==> config.mk <==
export PLATFORM = sky130hd
export DESIGN_NAME = clcd_top
export DESIGN_NICKNAME = d
export VERILOG_FILES = /design/src/design/clcd_pkg.sv /design/src/design/clcd_cell_fetch.sv /design/src/design/clcd_top.sv
export SDC_FILE = /design/constraint.sdc
export NUM_CORES = 2
export LEC_CHECK = 0
export ABC_AREA = 0
export BUFFER_PORTS_ARGS = -buffer_cell sky130_fd_sc_hd__buf_4
export CORE_MARGIN = 4
export CORE_UTILIZATION = 35
export DETAILED_ROUTE_END_ITERATION = 8
export PLACE_DENSITY_LB_ADDON = 0.1
export SETUP_SLACK_MARGIN = 0.02
export SLEW_MARGIN = 20
export SYNTH_ARGS = -nofsm -noshare
export SYNTH_HDL_FRONTEND = slang
export SYNTH_HIERARCHICAL = 1
export SYNTH_SLANG_ARGS = --single-unit
export TNS_END_PERCENT = 1
==> constraint.sdc <==
create_clock -name sys_clk -period 5.4 [get_ports sys_clk]
set_clock_uncertainty 0.1 [all_clocks]
set_input_delay 0.54 -clock sys_clk [delete_from_list [all_inputs] [get_ports sys_clk]]
set_output_delay 0.54 -clock sys_clk [all_outputs]
set_load 0.02 [all_outputs]
==> src/design/clcd_pkg.sv <==
// Shared constants and types for the character LCD reset and pattern block
package clcd_pkg;

  // Register port map: one bit of address selects instruction or data
  localparam logic       REG_INSTR    = 1'h0;
  localparam logic       REG_DATA     = 1'h1;

  // Memory sizes
  localparam int         TEXT_DEPTH   = 80;
  localparam int         PAT_DEPTH    = 64;
  localparam logic [6:0] TEXT_LAST    = 7'h4f;
  localparam logic [7:0] CHAR_SPACE   = 8'h20;
  localparam logic [6:0] AC_HOME      = 7'h00;

  // Reset values of mode fields
  localparam logic       RST_WIDTH8   = 1'h1;
  localparam logic       RST_TWOLINE  = 1'h0;
  localparam logic       RST_FONT11   = 1'h0;
  localparam logic       RST_DISP     = 1'h0;
  localparam logic       RST_CURSOR   = 1'h0;
  localparam logic       RST_BLINK    = 1'h0;
  localparam logic       RST_INC      = 1'h1;
  localparam logic       RST_SHIFT    = 1'h0;

  // Instruction opcode is the highest set bit of the instruction byte
  localparam int         OP_TEXTADDR  = 7;
  localparam int         OP_PATADDR   = 6;
  localparam int         OP_FUNC      = 5;
  localparam int         OP_MOVE      = 4;
  localparam int         OP_DISPCTL   = 3;
  localparam int         OP_ENTRY     = 2;
  localparam int         OP_HOME      = 1;
  localparam int         OP_CLEAR     = 0;

  // Field positions inside instructions
  localparam int         FN_WIDTH     = 4;
  localparam int         FN_LINES     = 3;
  localparam int         FN_FONT      = 2;
  localparam int         DC_DISP      = 2;
  localparam int         DC_CURSOR    = 1;
  localparam int         DC_BLINK     = 0;
  localparam int         EM_INC       = 1;
  localparam int         EM_SHIFT     = 0;
  localparam int         MV_DISPLAY   = 3;
  localparam int         MV_RIGHT     = 2;

  // Pattern memory layout
  localparam int         DOT_W        = 5;
  localparam logic [2:0] CURSOR_ROW   = 3'h7;
  localparam logic [3:0] PAT_CODE_HI  = 4'h0;
  localparam logic [4:0] DOTS_ALL     = 5'h1f;

  // Power-up busy time
  localparam int         T_POR_MS     = 40;
  localparam int         CLK_MHZ      = 125;
  localparam int         POR_CYCLES   = T_POR_MS * 1000 * CLK_MHZ;

  typedef enum {
    ST_CLEAR,
    ST_FUNC,
    ST_DISP,
    ST_ENTRY,
    ST_WAIT,
    ST_IDLE
  } clcd_state_t;

endpackage

==> src/design/clcd_cell_fetch.sv <==
// Maps a character code and row onto pattern memory and forms the dot row
`timescale 1ns/1ns
module clcd_cell_fetch
  import clcd_pkg::*;
(
  input  wire logic [7:0]       code,
  input  wire logic [2:0]       row,
  input  wire logic [7:0]       pat_data,
  input  wire logic             cursor_here,
  input  wire logic             cursor_on,
  input  wire logic             disp_on,
  output logic      [5:0]       pat_addr,
  output logic                  from_ram,
  output logic      [DOT_W-1:0] dots
);

  always_comb
  begin
    // Code bit 3 is not part of the address, so codes 0 and 8 alias
    from_ram = (code[7:4] == PAT_CODE_HI); // [RQ12]
    pat_addr = {code[2:0], row}; // [RQ7] [RQ8]
    // Bit 4 is the leftmost dot; a one lights the dot
    dots     = from_ram ? pat_data[DOT_W-1:0] : '0; // [RQ11] [RQ13]
    // Cursor line is ORed, never replaces pattern bits
    if (cursor_on && cursor_here && row == CURSOR_ROW)
    begin
      dots = dots | DOTS_ALL; // [RQ9]
    end
    if (!disp_on)
    begin
      dots = '0;
    end
  end

endmodule

==> src/design/clcd_top.sv <==
// Character LCD controller core: power-up reset, instruction port, pattern scan
//
// Function
// RQ1: After reset the busy flag reads busy until the 40 ms power-up time has passed.
// RQ2: Power-up first fills the text memory with spaces and sets the address counter to 0.
// RQ3: Power-up selects 8-bit bus width, one-line mode and the 5x8 font.
// RQ4: Power-up leaves display, cursor and blinking off.
// RQ5: Power-up sets entry mode to increment by one with no display shift.
// RQ6: If power-up reset cannot run, the host initialises the controller by instructions.
// RQ7: Pattern address bits 5..3 come from character code bits 2..0.
// RQ8: Pattern address bits 2..0 pick the row within the character cell.
// RQ9: The eighth pattern row is ORed with the cursor.
// RQ10: The host keeps the eighth row of a pattern at zero where only the cursor should show.
// RQ11: Dot columns come from pattern data bits 4..0 with bit 4 leftmost.
// RQ12: Codes with bits 7..4 all zero fetch from pattern memory, bit 3 ignored.
// RQ13: A one in pattern data lights a dot and a zero leaves it dark.
// RQ14: In 8-bit mode each transfer carries all eight data bits at once.
// RQ15: Reset steps run in order and host instructions are ignored while busy.
//
// Our own choices: the address-and-strobe port and the address map.
`timescale 1ns/1ns
module clcd_top
  import clcd_pkg::*;
#(
  parameter int POR_COUNT = POR_CYCLES
)
(
  input  wire logic       sys_clk,
  input  wire logic       rstn,
  input  wire logic       reg_addr,
  input  wire logic [7:0] reg_wdata,
  input  wire logic       reg_wr,
  input  wire logic       reg_rd,
  output logic      [7:0] reg_rdata,
  output logic            busy_flag,
  output logic      [6:0] address_counter,
  output logic            bus_width_select,
  output logic            two_line,
  output logic            font_5x11,
  output logic            disp_on,
  output logic            cursor_on,
  output logic            blink_on,
  output logic            entry_inc,
  output logic            entry_shift,
  output logic      [3:0] scan_pos,
  output logic      [2:0] scan_row,
  output logic      [7:0] scan_code,
  output logic            scan_from_ram,
  output logic      [4:0] scan_dots
);

  localparam int CW = $clog2(POR_COUNT + 1);
  localparam logic [CW-1:0] POR_LAST = CW'(POR_COUNT - 1);

  logic [7:0]  text_mem [TEXT_DEPTH];
  logic [7:0]  pat_mem  [PAT_DEPTH];

  clcd_state_t state_r, state_nxt;
  logic [CW-1:0] por_cnt_r, por_cnt_nxt;
  logic        por_r, por_nxt;
  logic        busy_r, busy_nxt;
  logic [6:0]  ac_r, ac_nxt;
  logic [6:0]  clr_idx_r, clr_idx_nxt;
  logic [6:0]  shift_r, shift_nxt;
  logic        pat_sel_r, pat_sel_nxt;
  logic [7:0]  rdata_r, rdata_nxt;
  logic        w8_r, w8_nxt, n_r, n_nxt, f_r, f_nxt;
  logic        d_r, d_nxt, c_r, c_nxt, b_r, b_nxt, id_r, id_nxt, s_r, s_nxt;
  logic        text_we, pat_we;
  logic [6:0]  text_waddr;
  logic [5:0]  pat_waddr;
  logic [7:0]  mem_wdata;
  logic [6:0]  ac_step;
  logic [2:0]  op;

  // Next address after a memory access, following the entry direction
  always_comb
  begin
    if (pat_sel_r)
    begin
      ac_step = {1'b0, id_r ? ac_r[5:0] + 6'h01 : ac_r[5:0] - 6'h01};
    end
    else if (id_r)
    begin
      ac_step = (ac_r >= TEXT_LAST) ? AC_HOME : ac_r + 7'h01;
    end
    else
    begin
      ac_step = (ac_r == AC_HOME) ? TEXT_LAST : ac_r - 7'h01;
    end
    op = 3'h0;
    for (int i = 0; i < 8; i++)
    begin
      if (reg_wdata[i])
      begin
        op = 3'(i);
      end
    end
  end

  always_comb
  begin
    state_nxt   = state_r;
    por_cnt_nxt = por_cnt_r;
    por_nxt     = por_r;
    busy_nxt    = busy_r;
    ac_nxt      = ac_r;
    clr_idx_nxt = clr_idx_r;
    shift_nxt   = shift_r;
    pat_sel_nxt = pat_sel_r;
    rdata_nxt   = 8'h00;
    {w8_nxt, n_nxt, f_nxt} = {w8_r, n_r, f_r};
    {d_nxt, c_nxt, b_nxt, id_nxt, s_nxt} = {d_r, c_r, b_r, id_r, s_r};
    text_we     = 1'b0;
    pat_we      = 1'b0;
    text_waddr  = ac_r;
    pat_waddr   = ac_r[5:0];
    mem_wdata   = reg_wdata; // [RQ14]
    // Power-up time counts from reset release, across all init steps
    if (por_r && por_cnt_r != POR_LAST)
    begin
      por_cnt_nxt = por_cnt_r + CW'(1);
    end
    // Status is readable even while busy, so the host can poll
    if (reg_rd && reg_addr == REG_INSTR)
    begin
      rdata_nxt = {busy_r, ac_r};
    end
    case (state_r)
      ST_CLEAR:
      begin
        text_we     = 1'b1; // [RQ2]
        text_waddr  = clr_idx_r;
        mem_wdata   = CHAR_SPACE;
        clr_idx_nxt = clr_idx_r + 7'h01;
        if (clr_idx_r == TEXT_LAST)
        begin
          ac_nxt      = AC_HOME; // [RQ2]
          id_nxt      = RST_INC;
          shift_nxt   = 7'h00;
          pat_sel_nxt = 1'b0;
          clr_idx_nxt = 7'h00;
          state_nxt   = por_r ? ST_FUNC : ST_IDLE; // [RQ15]
          busy_nxt    = por_r;
        end
      end
      ST_FUNC:
      begin
        {w8_nxt, n_nxt, f_nxt} = {RST_WIDTH8, RST_TWOLINE, RST_FONT11}; // [RQ3]
        state_nxt = ST_DISP; // [RQ15]
      end
      ST_DISP:
      begin
        {d_nxt, c_nxt, b_nxt} = {RST_DISP, RST_CURSOR, RST_BLINK}; // [RQ4]
        state_nxt = ST_ENTRY; // [RQ15]
      end
      ST_ENTRY:
      begin
        {id_nxt, s_nxt} = {RST_INC, RST_SHIFT}; // [RQ5]
        state_nxt = ST_WAIT; // [RQ15]
      end
      ST_WAIT:
      begin
        // Busy holds until the full power-up time has run out
        if (por_cnt_r == POR_LAST)
        begin
          por_nxt   = 1'b0;
          busy_nxt  = 1'b0; // [RQ1]
          state_nxt = ST_IDLE;
        end
      end
      ST_IDLE:
      begin
        if (reg_wr && reg_addr == REG_INSTR && reg_wdata != 8'h00)
        begin
          case (op)
            3'(OP_TEXTADDR):
            begin
              ac_nxt      = reg_wdata[6:0];
              pat_sel_nxt = 1'b0;
            end
            3'(OP_PATADDR):
            begin
              ac_nxt      = {1'b0, reg_wdata[5:0]};
              pat_sel_nxt = 1'b1;
            end
            3'(OP_FUNC):
            begin
              w8_nxt = reg_wdata[FN_WIDTH];
              n_nxt  = reg_wdata[FN_LINES];
              f_nxt  = reg_wdata[FN_FONT];
            end
            3'(OP_MOVE):
            begin
              if (reg_wdata[MV_DISPLAY])
              begin
                shift_nxt = reg_wdata[MV_RIGHT]
                          ? ((shift_r == AC_HOME) ? TEXT_LAST : shift_r - 7'h01)
                          : ((shift_r == TEXT_LAST) ? AC_HOME : shift_r + 7'h01);
              end
              else
              begin
                ac_nxt = reg_wdata[MV_RIGHT]
                       ? ((ac_r >= TEXT_LAST) ? AC_HOME : ac_r + 7'h01)
                       : ((ac_r == AC_HOME) ? TEXT_LAST : ac_r - 7'h01);
              end
            end
            3'(OP_DISPCTL):
            begin
              d_nxt = reg_wdata[DC_DISP];
              c_nxt = reg_wdata[DC_CURSOR];
              b_nxt = reg_wdata[DC_BLINK];
            end
            3'(OP_ENTRY):
            begin
              id_nxt = reg_wdata[EM_INC];
              s_nxt  = reg_wdata[EM_SHIFT];
            end
            3'(OP_HOME):
            begin
              ac_nxt      = AC_HOME;
              shift_nxt   = 7'h00;
              pat_sel_nxt = 1'b0;
            end
            default:
            begin
              state_nxt = ST_CLEAR;
              busy_nxt  = 1'b1;
            end
          endcase
        end
        else if (reg_wr && reg_addr == REG_DATA)
        begin
          text_we = !pat_sel_r; // [RQ14]
          pat_we  = pat_sel_r;
          ac_nxt  = ac_step;
          // Shift on text writes only, left when incrementing
          if (s_r && !pat_sel_r)
          begin
            shift_nxt = id_r ? ((shift_r == TEXT_LAST) ? AC_HOME : shift_r + 7'h01)
                             : ((shift_r == AC_HOME) ? TEXT_LAST : shift_r - 7'h01);
          end
        end
        else if (reg_rd && reg_addr == REG_DATA)
        begin
          rdata_nxt = pat_sel_r ? pat_mem[ac_r[5:0]] : text_mem[ac_r];
          ac_nxt    = ac_step;
        end
      end
      default:
      begin
        state_nxt = ST_CLEAR;
      end
    endcase
  end

  always_ff @(posedge sys_clk)
  begin
    if (!rstn)
    begin
      state_r   <= ST_CLEAR;
      por_cnt_r <= '0;
      por_r     <= 1'b1;
      busy_r    <= 1'b1; // [RQ1]
      ac_r      <= AC_HOME;
      clr_idx_r <= 7'h00;
      shift_r   <= 7'h00;
      pat_sel_r <= 1'b0;
      rdata_r   <= 8'h00;
      {w8_r, n_r, f_r} <= {RST_WIDTH8, RST_TWOLINE, RST_FONT11};
      {d_r, c_r, b_r, id_r, s_r} <= {RST_DISP, RST_CURSOR, RST_BLINK, RST_INC, RST_SHIFT};
    end
    else
    begin
      state_r   <= state_nxt;
      por_cnt_r <= por_cnt_nxt;
      por_r     <= por_nxt;
      busy_r    <= busy_nxt;
      ac_r      <= ac_nxt;
      clr_idx_r <= clr_idx_nxt;
      shift_r   <= shift_nxt;
      pat_sel_r <= pat_sel_nxt;
      rdata_r   <= rdata_nxt;
      {w8_r, n_r, f_r} <= {w8_nxt, n_nxt, f_nxt};
      {d_r, c_r, b_r, id_r, s_r} <= {d_nxt, c_nxt, b_nxt, id_nxt, s_nxt};
    end
  end

  // Memory arrays carry no reset; power-up clear fills the text memory
  always_ff @(posedge sys_clk)
  begin
    if (text_we)
    begin
      text_mem[text_waddr] <= mem_wdata;
    end
    if (pat_we)
    begin
      pat_mem[pat_waddr] <= mem_wdata;
    end
  end

  // Display scan: one cell row per clock, 16 positions of 8 rows
  logic [3:0] pos_r, pos_nxt;
  logic [2:0] row_r, row_nxt;
  logic [6:0] cell_addr;
  logic [7:0] cell_code;
  logic [5:0] cell_pat_addr;
  logic       cell_from_ram;
  logic [4:0] cell_dots;

  always_comb
  begin
    row_nxt   = row_r + 3'h1;
    pos_nxt   = (row_r == CURSOR_ROW) ? pos_r + 4'h1 : pos_r;
    cell_addr = {3'h0, pos_r} + shift_r;
    if (cell_addr > TEXT_LAST)
    begin
      cell_addr = cell_addr - 7'(TEXT_DEPTH);
    end
    cell_code = text_mem[cell_addr];
  end

  clcd_cell_fetch u_fetch (
    .code        (cell_code),
    .row         (row_r),
    .pat_data    (pat_mem[cell_pat_addr]),
    .cursor_here (!pat_sel_r && cell_addr == ac_r),
    .cursor_on   (c_r),
    .disp_on     (d_r),
    .pat_addr    (cell_pat_addr),
    .from_ram    (cell_from_ram),
    .dots        (cell_dots)
  );

  always_ff @(posedge sys_clk)
  begin
    if (!rstn)
    begin
      pos_r         <= 4'h0;
      row_r         <= 3'h0;
      scan_pos      <= 4'h0;
      scan_row      <= 3'h0;
      scan_code     <= 8'h00;
      scan_from_ram <= 1'b0;
      scan_dots     <= 5'h00;
    end
    else
    begin
      pos_r         <= pos_nxt;
      row_r         <= row_nxt;
      scan_pos      <= pos_r;
      scan_row      <= row_r;
      scan_code     <= cell_code;
      scan_from_ram <= cell_from_ram;
      scan_dots     <= cell_dots;
    end
  end

  assign reg_rdata        = rdata_r;
  assign busy_flag        = busy_r;
  assign address_counter  = ac_r;
  assign bus_width_select = w8_r;
  assign two_line         = n_r;
  assign font_5x11        = f_r;
  assign disp_on          = d_r;
  assign cursor_on        = c_r;
  assign blink_on         = b_r;
  assign entry_inc        = id_r;
  assign entry_shift      = s_r;
endmodule

---- Word level (Yosys, flattened, before mapping) ----
Memory sizes are Yosys's and may differ from the RTL's. A register that Yosys moved wholly into a read port is not among the register bits.
Index checks and enable logic that the tools add are counted.
word-level totals
  flip-flop bits (word level) ............. 123
  RAM bits ................................ 1152
  input port bits ......................... 13
  output and inout bits ................... 45
  logic and storage cells ................. 205
  memories kept ........................... 2
cells by class
  add/sub/neg operators ................... 12
  magnitude comparators ................... 2
  equal/unequal tests ..................... 33
  mux-type cells .......................... 96
  bitwise operators ....................... 1
  reduce and logical (&&, ||, !) cells .... 35
memory list
  name      depth  bits a word  read ports  clocked after memory_dff  write ports  RTL line        source
  text_mem  80     8            2           1                         1            clcd_top.sv:55  logic [7:0] text_mem [TEXT_DEPTH];
  pat_mem   64     8            2           1                         1            clcd_top.sv:56  logic [7:0] pat_mem [PAT_DEPTH];
operators by type and width
  operator                                           number
  one-hot mux 32 bit (6 select lines)                1
  2-to-1 mux 7 bit                                   23
  2-to-1 mux 32 bit                                  4
  == test 32 x 2 -> 1 bit (second input constant)    2
  == test 32 x 3 -> 1 bit (second input constant)    2
  2-to-1 mux 8 bit                                   7
  one-hot mux 7 bit (2 select lines)                 3
  2-to-1 mux 1 bit                                   33
  == test 32 x 1 -> 1 bit (second input constant)    1
  zero test 32 bit                                   1
  one-hot mux 7 bit (4 select lines)                 1
  adder 23 x 1 -> 23 bit (second input constant)     1
  == test 23 bit (second input constant)             1
  inequality test 23 bit (second input constant)     1
  adder 7 x 1 -> 7 bit (second input constant)       3
  2-to-1 mux 3 bit                                   7
  one-hot mux 1 bit (2 select lines)                 10
  2-to-1 mux 6 bit                                   3
  == test 3 bit (second input constant)              5
  == test 7 bit (second input constant)              2
  zero test 7 bit                                    2
  subtractor 7 x 1 -> 7 bit (second input constant)  2
  inequality test 4 bit (second input constant)      3
  AND reduction 4 bit                                3
  other kinds (32)                                   58

---- Logic depth before layout (Yosys ltp) ----
  word-level depth ........................ 13
  depth in mapped cells ................... 18
  depth with buffers taken out ............ 14

---- Cells and area by module ----
The synthesis kept the hierarchy.
by module, submodules not included
  module           times used  cells each  area an instance (µm²)
  clcd_top         1           3455        60155.2
  clcd_cell_fetch  1           16          117.6

---- Least setup slack after synthesis ----
No wires, ideal clock.
  path kind ............................... input-to-reg
  from .................................... in reg_wdata[2]
  to ...................................... mem pat_mem[0][2], data pin
  setup time .............................. 0.907 ns
  arrival time ............................ 4.695 ns
  required time ........................... 4.393 ns
  setup slack ............................. -0.302 ns
  stages .................................. 3
  path buffers ............................ 2
  path through ............................ clkbuf_1 clkbuf_1 nor2b_1
between the ends
  word-level cells in the longest chain between the ends .. 1
RTL lines
  element             RTL line         source
  start: declaration  clcd_top.sv:31   input wire logic [7:0] reg_wdata,
  2-to-1 mux 8 bit    clcd_top.sv:129  case (state_r)
  via mem_wdata[2]    clcd_top.sv:72   logic [7:0] mem_wdata;
  end: declaration    clcd_top.sv:56
The timed path passes the listed nets, and every way through them passes these cells.

---- Worst setup path after layout ----
  from .................................... reg shift_r[0]
  to ...................................... reg scan_dots[0]
RTL lines
  element                                                        RTL line                          source
  start: declaration                                             clcd_top.sv:64                    logic [6:0] shift_r, shift_nxt;
  start signal: assignment                                       clcd_top.sv:281                   shift_r <= shift_nxt;
  adder 4 x 7 -> 7 bit *                                         clcd_top.sv:315                   cell_addr = {3'h0, pos_r} + shift_r;
  subtractor 7 bit / > comparator 7 bit (equally long branches)  clcd_top.sv:318, clcd_top.sv:316
  2-to-1 mux 7 bit *                                             clcd_top.sv:316                   if (cell_addr > TEXT_LAST)
  memory read (80 x 8 bit) *                                     n/a
  via cell_code[5]                                               clcd_top.sv:306                   logic [7:0] cell_code;
  zero test 4 bit *                                              clcd_cell_fetch.sv:20             from_ram = (code[7:4] == PAT_CODE_HI);
  via cell_from_ram                                              clcd_top.sv:308                   logic cell_from_ram;
  2-to-1 mux 5 bit *                                             clcd_cell_fetch.sv:23             dots = from_ram ? pat_data[DOT_W-1:0] : '0;
  2-to-1 mux 5 bit *                                             clcd_cell_fetch.sv:25             if (cursor_on && cursor_here && row == CURSOR_ROW)
  end signal: assignment                                         clcd_top.sv:355                   scan_dots <= cell_dots;
  end: declaration                                               clcd_top.sv:49                    output logic [4:0] scan_dots
Mark *: on every way through the listed nets, which the timed path passes. The rest lies on a longest branch.
A chain may end at the register's enable or synchronous reset.

==> results.cfg <==
[sta]
finalSetupViolations = 0
whs_ps = 126.7
final_report_max_slew_violation_count = 0
max_freq_mhz = 194.2
layout_min_cycle_time_ps = 5148
tightest_slew_ps = 1141
timing.max_slew.rel_slack_pct = 23.38
rsz_0062_raised_after_global_routing = no
min_period_over_period_pct = 95.34
hold_violations = 0

[clock_network]
clock-sinks = 1253
cts_htree_levels = 4
cts_resized = 0
post-cts-setup-buffers = 0
clk_latency_ps = 790
postCtsHoldBufs = 4
clkTransAtPathRegs_ps = 60
tritoncts = built
cts_max_path_buffers = 3
number_of_buffers_created_by_cts = 143
cts_root_buf = clkbuf_16

[power]
sw_power_mw = 6.868
cellPowerDensity_mw_per_mm2 = 378.9
p_seq_share_pct = 48.2
vdd_ir_drop_max_uv = 302.5
cell_internal_pwr_mw = 18.47
netSwitchingFraction_pct = 27.10
pleak_nw = 20.42
share_comb_of_total_power_pct = 14.0
total_power_mw = 25.34
power.clock.fraction_pct = 37.8

[synthesis]
synth.cell_area_sq_mm = 0.05885
synth_fp_nets = 3439
mapped_avg_cell_area_sq_um = 17.27
synth_cells = 3407
ys_warn_count = 6

[floorplanning]
dieHeight_um = 418.0
ios = 58
placeableCoreArea_sq_mm = 0.1672
core.rowCount = 150
fp.dieW_um = 418.0
design.die.area_sq_mm = 0.1748
initial_core_util_pct = 35.19

[drt]
routed_wirelength_mm = 195.3
drt_first_pass_iters = 5
antenna_violating_nets_post_route = 0
drt-wirelength-per-cell_um = 33.45
route.detailed.vias_per_inst = 6.051
drc = 0
drtIter0Drc = 4243
vias = 35340

[place]
place_area_sq_mm = 0.06215
place.gp.congestion = 0.8890
numPlacedInstances = 5571
dp.final_hpwl_mm = 131.5
numPortBuffers = 57

[finish]
finish.cell_count_without_fillers = 5840
final_util_pct = 39.99
finalNetCount = 3549
syn2layout_area_growth_pct = 13.65
fin_area_sq_mm = 0.06688
layout-drive-gt1-share_pct = 28.12

[worst_setup_path]
startpoint_type_of_the_worst_setup_path = register
setup.worst_path.class = register to register
critPathArrivalTime_ps = 5780
worstSetupEndpointType = register
required_ps = 6030
worstPathMaxFanout = 33

[global_routing]
grt_pass1_wl_mm = 277.6
first_global_vias = 35810
overflow = 0
grt_start_max_net_pins = 145
grt_antenna_before_repair = 8
track_usage_pct = 22.22

[run]
cap_violations = 0

[status]
status = complete, no violations

[hold_path]
worst_hold_path_type = input port to register
registers in the layout, indices dropped and copies added (netlist names), 3 cells and up, named ones only:
signal and count:
address_counter 7, clr_idx_r 7, pat_mem 512, por_cnt_r 23
pos_r 4, reg_rdata 8, row_r 3, scan_code 8
scan_dots 5, scan_pos 4, scan_row 3, shift_r 7
state_r 3, text_mem 640
critical path: stages, from the launching register on:
cell      delay (ps)
dfxtp_1          470
ha_4             190
inv_1             50
fa_4             940
buf_12           290
buf_4            250
mux4_2           300
mux2_2           280
o21ai_1          390
a31oi_1          170
a211oi_2         300
o21ai_1          100
nor4_2           660
and2_4           310
a21o_1           120
and2_1           120
metrics by stage:
stage	setup WS [ps]	TNS (ps)
floorplan	-49.30	-35170
global placement	297.6	0
detailed placement	296.2	0
CTS	282.6	0
global route	97.00	0
finish	251.5	0
path summary, 6_finish.rpt:
kind	from	endpoint	slack, ps	depth (start not counted)
worst min register to register	font_5x11$_SDFFE_PN0P_	font_5x11$_SDFFE_PN0P_	400	2
worst min-delay path	reg_wdata[7]	pat_sel_r$_SDFFE_PN0P_	130	4
worst max register to register	shift_r[0]$_SDFFE_PN0P_	scan_dots[0]$_SDFF_PN0_	250	15
worst max-delay path	shift_r[0]$_SDFFE_PN0P_	scan_dots[0]$_SDFF_PN0_	250	15
cell type report:
class	count	area, sq um
multi-input combinational	1876	20780
clock buffer	177	3897
timing repair buffer	221	1957
clock inverter	85	762.0
antenna	2	5.005
tap	2204	2758
inverter	22	83.83
fill	15010	100300
sequential	1253	36640
cell usage in the layout, fill, tap and decap left out, types with 14 or more instances in the layout:
cell type / n
nand2b_1: 21
ha_1: 16
nor3_1: 38
o21ai_1: 32
a211oi_1: 23
and2_1: 23
mux4_2: 508
o31ai_1: 26
and3_1: 18
o21ai_0: 58
a221o_1: 27
nor2b_1: 15
mux2i_1: 197
nor2_1: 231
edfxtp_1: 1152
nand3_1: 68
nand2_1: 117
or3_1: 15
inv_1: 17
clkbuf_1: 21
a31oi_1: 23
o22ai_1: 14
buf_4: 194
xnor2_1: 17
clkinv_1: 27
xor2_1: 24
a22oi_1: 25
a221oi_1: 37
a21oi_1: 81
clkbuf_16: 149
buf_12: 23
clkinv_2: 29
dfxtp_1: 94
power groups by stage:
stage	Clock, mW	Sequential (mW)	Combinational, mW
2_1_floorplan	0	12.5	1.75
3_3_place_gp	0	12.4	3.42
3_5_place_dp	0	12.4	3.54
4_1_cts	9.81	12.2	3.55
5_1_grt	10.2	12.2	3.76
6_report	9.58	12.2	3.55
metal layers:
layer | wire length, um | track usage (%) | vias up | share of wire, %
met5 | 14 | 0 | - | 0.0072
met4 | 5565 | 6.355 | 2 | 2.8
met3 | 14860 | 4.886 | 305 | 7.6
met2 | 90940 | 34.96 | 1688 | 47
met1 | 83960 | 31.14 | 18950 | 43
li1 | - | - | 14390 | -
(Power assumes the default switching activity.)
